**src/ivw_defines.vh**
```
// Purpose: constants for the interrupt vector and wakeup map
// Assumes: 24-bit program addresses, 20 numbered request lines
// Notes: vectors are fixed; no software-visible registers
`ifndef IVW_DEFINES_VH
`define IVW_DEFINES_VH
`define IVW_NUM_IRQ 20
`define IVW_ADDR_W 24
`define IVW_VEC_RESET 24'h008000
`define IVW_VEC_TRAP 24'h008004
`define IVW_VEC_BASE 24'h008008
`define IVW_VEC_STEP 24'h000004
// wake-capable masks per low-power mode, bit n = irq n
`define IVW_WAKE_HALT_MASK 20'h804F8
`define IVW_WAKE_AHALT_MASK 20'h804FA
`define IVW_RESERVED_MASK 20'h60300
`define IVW_PORT_A_IRQ 3
`define IVW_MODE_RUN 3'h1
`define IVW_MODE_HALT 3'h2
`define IVW_MODE_AHALT 3'h4
`endif

```
**src/ivw_prio_enc.v**
```verilog
// Purpose: lowest-number-first encoder over the request lines
// Assumes: purely combinational
// Notes: lower irq number wins
`include "ivw_defines.vh"
`default_nettype none
module ivw_prio_enc (
   input wire [`IVW_NUM_IRQ-1:0] req,
   output reg found,
   output reg [4:0] idx
);
   integer i;
   always @* begin
      found = 1'b0;
      idx = 5'h00;
      for (i = `IVW_NUM_IRQ-1; i >= 0; i = i - 1) begin
         if (req[i]) begin
            found = 1'b1;
            idx = i[4:0];
         end
      end
   end
endmodule // ivw_prio_enc
`default_nettype wire

```
**src/ivw_vector_map.v**
```verilog
// Purpose: map interrupt sources to vectors and decide wakeup from halt modes
// Assumes: requests are levels synchronous to clock; core takes vector on ack
// Notes: lowest-number priority, reserved-line masking and port A wake qualification are applied here besides enables
`include "ivw_defines.vh"
`default_nettype none
module ivw_vector_map (
   input wire clock,
   input wire sys_rst,
   input wire clk_en,
   input wire trap_req,
   input wire top_level_ext_irq,
   input wire auto_wakeup_irq,
   input wire clk_ctrl_irq,
   input wire port_a_pin_irq,
   input wire port_a_wake_qual,
   input wire port_b_pin_irq,
   input wire port_c_pin_irq,
   input wire port_d_pin_irq,
   input wire port_e_pin_irq,
   input wire spi_eot_irq,
   input wire advanced_timer_upd_irq,
   input wire advanced_timer_trg_irq,
   input wire advanced_timer_brk_irq,
   input wire advanced_timer_cc_irq,
   input wire gp_timer_a_upd_irq,
   input wire gp_timer_a_cc_irq,
   input wire gp_timer_b_upd_irq,
   input wire gp_timer_b_cc_irq,
   input wire i2c_irq,
   input wire [`IVW_NUM_IRQ-1:0] irq_enable,
   input wire halt_enter,
   input wire ahalt_enter,
   input wire vec_ack,
   output reg vec_valid,
   output reg [`IVW_ADDR_W-1:0] vec_addr,
   output reg [4:0] vec_irq,
   output reg vec_is_trap,
   output reg clocks_run,
   output reg halted,
   output reg active_halted
);
   // ****************************************************
   // request vector assembly
   // ****************************************************
   wire [`IVW_NUM_IRQ-1:0] raw_req;
   assign raw_req[0] = top_level_ext_irq;
   assign raw_req[1] = auto_wakeup_irq;
   assign raw_req[2] = clk_ctrl_irq;
   assign raw_req[3] = port_a_pin_irq;
   assign raw_req[4] = port_b_pin_irq;
   assign raw_req[5] = port_c_pin_irq;
   assign raw_req[6] = port_d_pin_irq;
   assign raw_req[7] = port_e_pin_irq;
   assign raw_req[8] = 1'b0;
   assign raw_req[9] = 1'b0;
   assign raw_req[10] = spi_eot_irq;
   // one line carries all non-capture advanced timer events
   assign raw_req[11] = advanced_timer_upd_irq | advanced_timer_trg_irq | advanced_timer_brk_irq;
   assign raw_req[12] = advanced_timer_cc_irq;
   assign raw_req[13] = gp_timer_a_upd_irq;
   assign raw_req[14] = gp_timer_a_cc_irq;
   assign raw_req[15] = gp_timer_b_upd_irq;
   assign raw_req[16] = gp_timer_b_cc_irq;
   assign raw_req[17] = 1'b0;
   assign raw_req[18] = 1'b0;
   assign raw_req[19] = i2c_irq;

   wire [`IVW_NUM_IRQ-1:0] act_req = raw_req & irq_enable & ~(`IVW_RESERVED_MASK);

   // ****************************************************
   // wakeup qualification
   // ****************************************************
   wire [`IVW_NUM_IRQ-1:0] qual_mask;
   genvar g;
   generate
      for (g = 0; g < `IVW_NUM_IRQ; g = g + 1) begin : g_qual
         if (g == `IVW_PORT_A_IRQ) begin : g_pa
            assign qual_mask[g] = port_a_wake_qual;
         end else begin : g_other
            assign qual_mask[g] = 1'b1;
         end
      end
   endgenerate

   wire [`IVW_NUM_IRQ-1:0] wake_halt = act_req & `IVW_WAKE_HALT_MASK & qual_mask;
   wire [`IVW_NUM_IRQ-1:0] wake_ahalt = act_req & `IVW_WAKE_AHALT_MASK & qual_mask;

   wire pick_found;
   wire [4:0] pick_idx;
   ivw_prio_enc u_enc (
      .req(act_req),
      .found(pick_found),
      .idx(pick_idx)
   );

   localparam [2:0] ST_RUN = `IVW_MODE_RUN;
   localparam [2:0] ST_HALT = `IVW_MODE_HALT;
   localparam [2:0] ST_AHALT = `IVW_MODE_AHALT;

   reg [2:0] state_reg;
   reg [2:0] state_next;

   // ****************************************************
   // wake source selection
   // ****************************************************
   // on a wake edge the source that ended the low-power mode is handed
   // over; a lower pending line that may not wake would otherwise win
   wire [`IVW_NUM_IRQ-1:0] wake_now;
   wire wake_found;
   wire [4:0] wake_idx;
   wire [4:0] grant_idx;
   assign wake_now = (state_reg == ST_HALT) ? wake_halt :
                     ((state_reg == ST_AHALT) ? wake_ahalt : {`IVW_NUM_IRQ{1'b0}});
   ivw_prio_enc u_wake_enc (
      .req(wake_now),
      .found(wake_found),
      .idx(wake_idx)
   );
   // in run the plain lowest-number winner applies
   assign grant_idx = wake_found ? wake_idx : pick_idx;

   // vector = base + 4 * irq
   wire [`IVW_ADDR_W-1:0] irq_vec = `IVW_VEC_BASE + {17'h00000, grant_idx, 2'b00};

   // ****************************************************
   // mode state machine
   // ****************************************************
   always @* begin
      state_next = state_reg;
      case (state_reg)
         ST_RUN: begin
            if (halt_enter) begin
               state_next = ST_HALT;
            end else if (ahalt_enter) begin
               state_next = ST_AHALT;
            end
         end
         ST_HALT: begin
            if (|wake_halt) begin
               state_next = ST_RUN;
            end
         end
         ST_AHALT: begin
            if (|wake_ahalt) begin
               state_next = ST_RUN;
            end
         end
         default: state_next = ST_RUN;
      endcase
   end

   wire in_run = (state_reg == ST_RUN);

   // ****************************************************
   // mode registers
   // ****************************************************
   // flags come from the next state, so each output is a flip-flop
   // that changes on the same edge as the mode itself
   always @(posedge clock) begin
      if (sys_rst) begin
         // reset leaves either halt mode whatever clk_en does
         state_reg <= ST_RUN;
         clocks_run <= 1'b1;
         halted <= 1'b0;
         active_halted <= 1'b0;
      end else if (clk_en) begin
         state_reg <= state_next;
         clocks_run <= (state_next == ST_RUN);
         halted <= (state_next == ST_HALT);
         active_halted <= (state_next == ST_AHALT);
      end
   end

   // ****************************************************
   // vector offer to the core
   // ****************************************************
   // one vector at a time: a new request waits until the core has
   // taken the current one, which costs one idle cycle per hand-over
   always @(posedge clock) begin
      if (sys_rst) begin
         // reset fetches from the reset vector
         vec_valid <= 1'b1;
         vec_addr <= `IVW_VEC_RESET;
         vec_irq <= 5'h00;
         vec_is_trap <= 1'b0;
      end else if (clk_en) begin
         if (vec_valid) begin
            // offered vector holds until the core takes it
            if (vec_ack) begin
               vec_valid <= 1'b0;
            end
         end else if (in_run && trap_req) begin
            // trap wins over irqs; it only arises from executing code
            vec_valid <= 1'b1;
            vec_addr <= `IVW_VEC_TRAP;
            vec_irq <= 5'h00;
            vec_is_trap <= 1'b1;
         end else if (pick_found && state_next == ST_RUN) begin
            // staying in run, or waking this cycle: hand over vector of winner
            vec_valid <= 1'b1;
            vec_addr <= irq_vec;
            vec_irq <= grant_idx;
            vec_is_trap <= 1'b0;
         end
      end
   end
endmodule // ivw_vector_map
`default_nettype wire

```
**config.mk**
```make
export PLATFORM = sky130hd
export DESIGN_NAME = ivw_vector_map
export DESIGN_NICKNAME = d
export VERILOG_FILES = /design/src/ivw_prio_enc.v /design/src/ivw_vector_map.v
export VERILOG_INCLUDE_DIRS = /design/src
export SDC_FILE = /design/constraint.sdc
export NUM_CORES = 1
export LEC_CHECK = 0
export BUFFER_PORTS_ARGS = -buffer_cell sky130_fd_sc_hd__buf_2
export CORE_MARGIN = 4
export CORE_UTILIZATION = 47
export CTS_CLUSTER_SIZE = 24
export DETAILED_ROUTE_END_ITERATION = 8
export PLACE_DENSITY_LB_ADDON = 0.3
export SYNTH_ARGS = -nofsm -noshare
export SYNTH_HDL_FRONTEND = slang
export SYNTH_SLANG_ARGS = --single-unit
```
**constraint.sdc**
```tcl
create_clock -name clock -period 4.8 [get_ports clock]
set_clock_uncertainty 0.05 [all_clocks]
set_input_delay 0.48 -clock clock [delete_from_list [all_inputs] [get_ports clock]]
set_output_delay 0.48 -clock clock [all_outputs]
set_load 0.01 [all_outputs]
```
**After elaboration in Yosys (flattened, before gate mapping)**

Cells that the tools add are included.

- Flip-flop bits (word level): 37
- Logic and storage cells: 117

- Add/subtract/negate cells: 1
- Equal/unequal tests: 6
- Multiplexer cells: 90
- Bitwise logic cells: 6
- Reductions and logical operators: 6

Operator list:

| cell | number |
|---|---|
| two-way mux 5 bit | 39 |
| bitwise AND 20 bit | 3 |
| two-way mux 24 bit | 2 |
| two-way mux 1 bit | 42 |
| two-way mux 20 bit | 2 |
| OR reduction 20 bit | 2 |
| adder 16 x 7 -> 17 bit, first input constant | 1 |
| two-way mux 3 bit | 4 |
| case mux 3 bit (3 select lines) | 1 |
| equality test 3 x 1 -> 1 bit, second input constant | 2 |
| equality test 3 x 2 -> 1 bit, second input constant | 2 |
| equality test 3 bit, second input constant | 2 |
| AND reduction 3 bit | 1 |
| logical AND 1 bit | 2 |
| OR 1 bit | 2 |
| nonzero test 2 bit | 1 |
| inverter 1 bit | 1 |

**Depth between registers and ports, before layout**

- Depth after elaboration: 30
- Mapped depth: 9
- Depth with buffers taken out: 9

**Cells and area by module**

Synthesis repeated with hierarchy kept, for this count alone.

- Cells, all modules: 222
- Area total of the unflattened synthesis: 1685.4 µm²

Modules (own cells, without submodules):

| module | times used | cells each | area each (µm²) | seq. area each (µm²) |
|---|---|---|---|---|
| ivw_vector_map | 1 | 144 | 1222.4 | 380.4 |
| ivw_prio_enc | 2 | 39 | 231.5 | 0.0 |

**Least setup slack after synthesis**

Ideal clock, no wire load.

- Kind: input to register
- Start point: in port_b_pin_irq
- End point: reg vec_addr[4]
- Arrival: 2.095 ns
- Path slack: 2.539 ns
- Stages on the path: 7
- Path buffers: 0
- Cell sequence: a22o_4 > nor4_4 > nor3_1 > or2_1 > o22a_2 > ha_1 > a22o_1

- Longest elaborated chain between the ends: 13

RTL lines:

| what | line | RTL |
|---|---|---|
| start, declared | ivw_vector_map.v:16 | `input wire port_b_pin_irq,` |
| bitwise AND 20 bit (*) | ivw_vector_map.v:68 | `` wire [`IVW_NUM_IRQ-1:0] act_req = raw_req & irq_enable & ~(`IVW_RESERVED_MASK); `` |
| bitwise AND 20 bit | ivw_vector_map.v:86 | `` wire [`IVW_NUM_IRQ-1:0] wake_ahalt = act_req & `IVW_WAKE_AHALT_MASK & qual_mask; `` |
| two-way mux 20 bit | ivw_vector_map.v:113 | `` ((state_reg == ST_AHALT) ? wake_ahalt : {`IVW_NUM_IRQ{1'b0}}); `` |
| two-way mux 20 bit | ivw_vector_map.v:112 | `assign wake_now = (state_reg == ST_HALT) ? wake_halt :` |
| two-way mux 5 bit / two-way mux 1 bit (equally long branches) (5 in series) | ivw_prio_enc.v:16 | `if (req[i]) begin` |
| two-way mux 5 bit | ivw_vector_map.v:120 | `assign grant_idx = wake_found ? wake_idx : pick_idx;` |
| adder 16 x 7 -> 17 bit (no source line) | - |  |
| two-way mux 24 bit | ivw_vector_map.v:198 | `end else if (pick_found && state_next == ST_RUN) begin` |
| two-way mux 24 bit | ivw_vector_map.v:192 | `end else if (in_run && trap_req) begin` |
| end signal, assigned | ivw_vector_map.v:183 | `` vec_addr <= `IVW_VEC_RESET; `` |
| end signal, assigned | ivw_vector_map.v:195 | `` vec_addr <= `IVW_VEC_TRAP; `` |
| end signal, assigned | ivw_vector_map.v:201 | `vec_addr <= irq_vec;` |
| end, declared | ivw_vector_map.v:35 | `` output reg [`IVW_ADDR_W-1:0] vec_addr, `` |

Every way passes the cells marked *; elsewhere a longest branch is shown, timed or not. The select of a mux whose other input is x is not followed.
A chain may end at the register's enable or synchronous reset.

**Final worst setup path**

Ends and elaborated chain as after synthesis.

==> flow_summary.ini <==
[clock_network]
cts.clk_slew.worst_paths_ns = 0.10
postCtsSetupBuffers = 0
cts_tree = yes
cts_buffer_depth = 2
post_cts_resized = 0
cts_max_level = 1
clock_sinks = 19
insertion_delay_ns = 0.29
postCtsHoldBufs = 0
numCtsBuffers = 3
clockRootBuffer = clkbuf_4

[power]
ir_worst_vdd_mv = 0.1797
internal-power_uw = 244.1
swShare_pct = 32.48
combPwrFrac_pct = 31.3
p_clk_share_pct = 22.0
p_leak_nw = 0.7982
power.total_uw = 361.6
power_density_nw_per_um2 = 217.1
pwr-share-seq_pct = 46.7
switchingPower_uw = 117.4

[sta]
period_share_pct = 47.27
slew_violations = 0
setup_viol = 0
setup_tns_ns = 0
rsz0062_at_grt = false
hold_slack_ns = 0.3836
max_freq_ghz = 0.4407
worst_pin_slew_ns = 0.6000
max_slew_margin_pct = 59.69
fin_crit_ns = 2.269
hold_violations = 0

[logic_synthesis]
synthMuxAreaShare_pct = 0
synth_compound_area_share_pct = 34.25
yosysTopAreaCell = dfxtp_1
synth_top_family_by_area = compound AO/OA/AOI/OAI gates
yosysTopAreaCellShare_pct = 26.90
post_synth_num_cell_types = 52
synthArstFlopShare_pct = 0
netlist_instances = 173
avgSynthCellArea_um2 = 8.173
synth.top_cells.by_area = dfxtp_1, buf_4, a21oi_1
synth-adder-area-share_pct = 0.8850
synth_xor_area_share_pct = 0.6195
synth_ff_type = dfxtp_1
synth-seq-area-share_pct = 26.90
synth_common_cells = dfxtp_1, buf_4, nand2_1, a21oi_1, o21ai_0
synth_most_common_cell = dfxtp_1
yosys_register_bits = 19
synth_edf_count = 0
yosys.area_share.simple_pct = 25.04
netlist_area_um2 = 1414
yosys_warnings = 0

[worst_setup_path]
max_stage_delay_ns = 0.38
critPathSlowestCell = nor4_4
crit_required_ns = 4.95
critPathMaxFanout = 4
start_kind = primary input
cp.arrival_ns = 2.42
crit_chain = buf_2 -> a22o_4 -> nor4_4 -> nor3_1 -> nor3b_2 -> nand3_1 -> a21oi_2 -> ha_1 -> a22o_1
critPathCaptureType = register
crit_type = in2reg

[routing]
topRoutingLayerUsed = met4
wl_met1_um = 1471
vias = 1438
antenna_left = 0
drt-initial-drc-count = 43
dr.pass1.iters = 4
wl_met2_um = 1447
routedWlPerCell_um = 12.79
post-route-drc-count = 0
routed_wl_um = 3312
wl_met3_um = 325
vias_per_cell = 5.552

[placement]
gp_congestion = 0.8149
dpl_cell_area_um2 = 1639
place.port_buffers = 57
hpwl_um = 2745

[final_layout]
syn2layout_area_growth_pct = 17.79
final_area_um2 = 1665
diodes = 0
drive_gt1_share_pct = 32.46
final_nets = 276
largest_reg_flops = 6

[floorplanning]
die_w_um = 62.85
initial_core_util_pct = 50.40
ios = 80
die-area_um2 = 3949
die_h_um = 62.85
core_um2 = 2805
rows = 19

[global_routing]
track_usage_pct = 17.35
grt_pass1_vias = 1289
grt-ovfl-total = 0
grt_pass1_wl_um = 5720
antenna_found_initial = 0
grt_max_degree = 12

[status]
status = finished clean

[worst_hold_path]
hold_path.class = in2reg

[flow_run]
drv_cap = 0
==> worst max-delay path: cells and delay by family <==
| family | cells | cell delay, ns |
|---|---|---|
| adders and majority gates | 1 | 0.24 |
| buffers and inverters | 1 | 0.12 |
| and+or+nand+nor | 4 | 0.91 |
| AOI/OAI and AO/OA | 3 | 0.66 |
==> final timing paths <==
path	startpoint	endpoint	slack, ns	cells past startpoint
worst min-delay path	vec_ack	vec_valid$_SDFFE_PP1P_	0.38	4
worst max register to register	state_reg[2]$_SDFFE_PP0P_	vec_addr[4]$_SDFFE_PP0P_	2.85	7
worst max-delay path	port_b_pin_irq	vec_addr[4]$_SDFFE_PP0P_	2.53	9
worst min register to register	vec_valid$_SDFFE_PP1P_	vec_valid$_SDFFE_PP1P_	0.41	2
==> metal layers <==
layer / vias up / track usage [%]
met5: - / 0
met4: 0 / 6.612
met1: 640 / 22.08
met3: 9 / 6.655
li1: 725 / -
met2: 64 / 26.36
==> power groups by stage <==
stage                     sequential [mW]  combinational (mW)  clock, mW
final                               0.169               0.113     0.0794
after CTS                           0.169               0.113     0.0835
after global routing                0.170               0.127     0.0882
after floorplan                     0.173              0.0855          0
after global placement              0.172               0.112          0
after detailed placement            0.172               0.112          0
==> logic make-up (layout without fill, tap and decap cells) <==
family	Yosys count	in the layout
DFF	19	19
other	2	18
AOI/OAI and AO/OA	66	66
and+or+nand+nor	60	60
buffers and inverters	24	63
adders and majority gates	1	1
xor gates and xnor gates	1	1
==> cell usage in the layout (no fill, tap or decap), types with 2 or more instances in the layout <==
| master | instances |
|---|---|
| buf_2 | 57 |
| inv_1 | 2 |
| clkbuf_4 | 3 |
| a21o_1 | 4 |
| a21oi_1 | 16 |
| a22o_1 | 7 |
| nand2b_1 | 5 |
| nand2_1 | 17 |
| nand4_1 | 3 |
| conb_1 | 18 |
| a32o_1 | 3 |
| nor3b_2 | 2 |
| o21ai_0 | 10 |
| nor3_1 | 4 |
| and3_1 | 4 |
| dfxtp_1 | 19 |
| a31oi_1 | 4 |
| o21a_1 | 3 |
| nor3b_1 | 2 |
| nor2_1 | 7 |
| nand3_1 | 4 |
| a22oi_1 | 5 |
==> metrics by stage <==
step                util, %  setup slack, ns  instances
floorplan                 -            2.539        189
global placement      58.43            2.276        255
detailed placement    58.43            2.236        255
CTS                   59.37            2.558        259
global route          59.37            2.438        259
finish                59.37            2.531        259
==> final cells by class <==
cell class	instances	area [um^2]
fillers	278	1140
multi-input cells	146	927.1
flip-flops and latches	19	380.4
repair buffers	57	285.3
well taps	31	38.79
clock buffers	4	26.28
inverters	2	7.507
No activity file was read; power rests on OpenSTA's default activity.
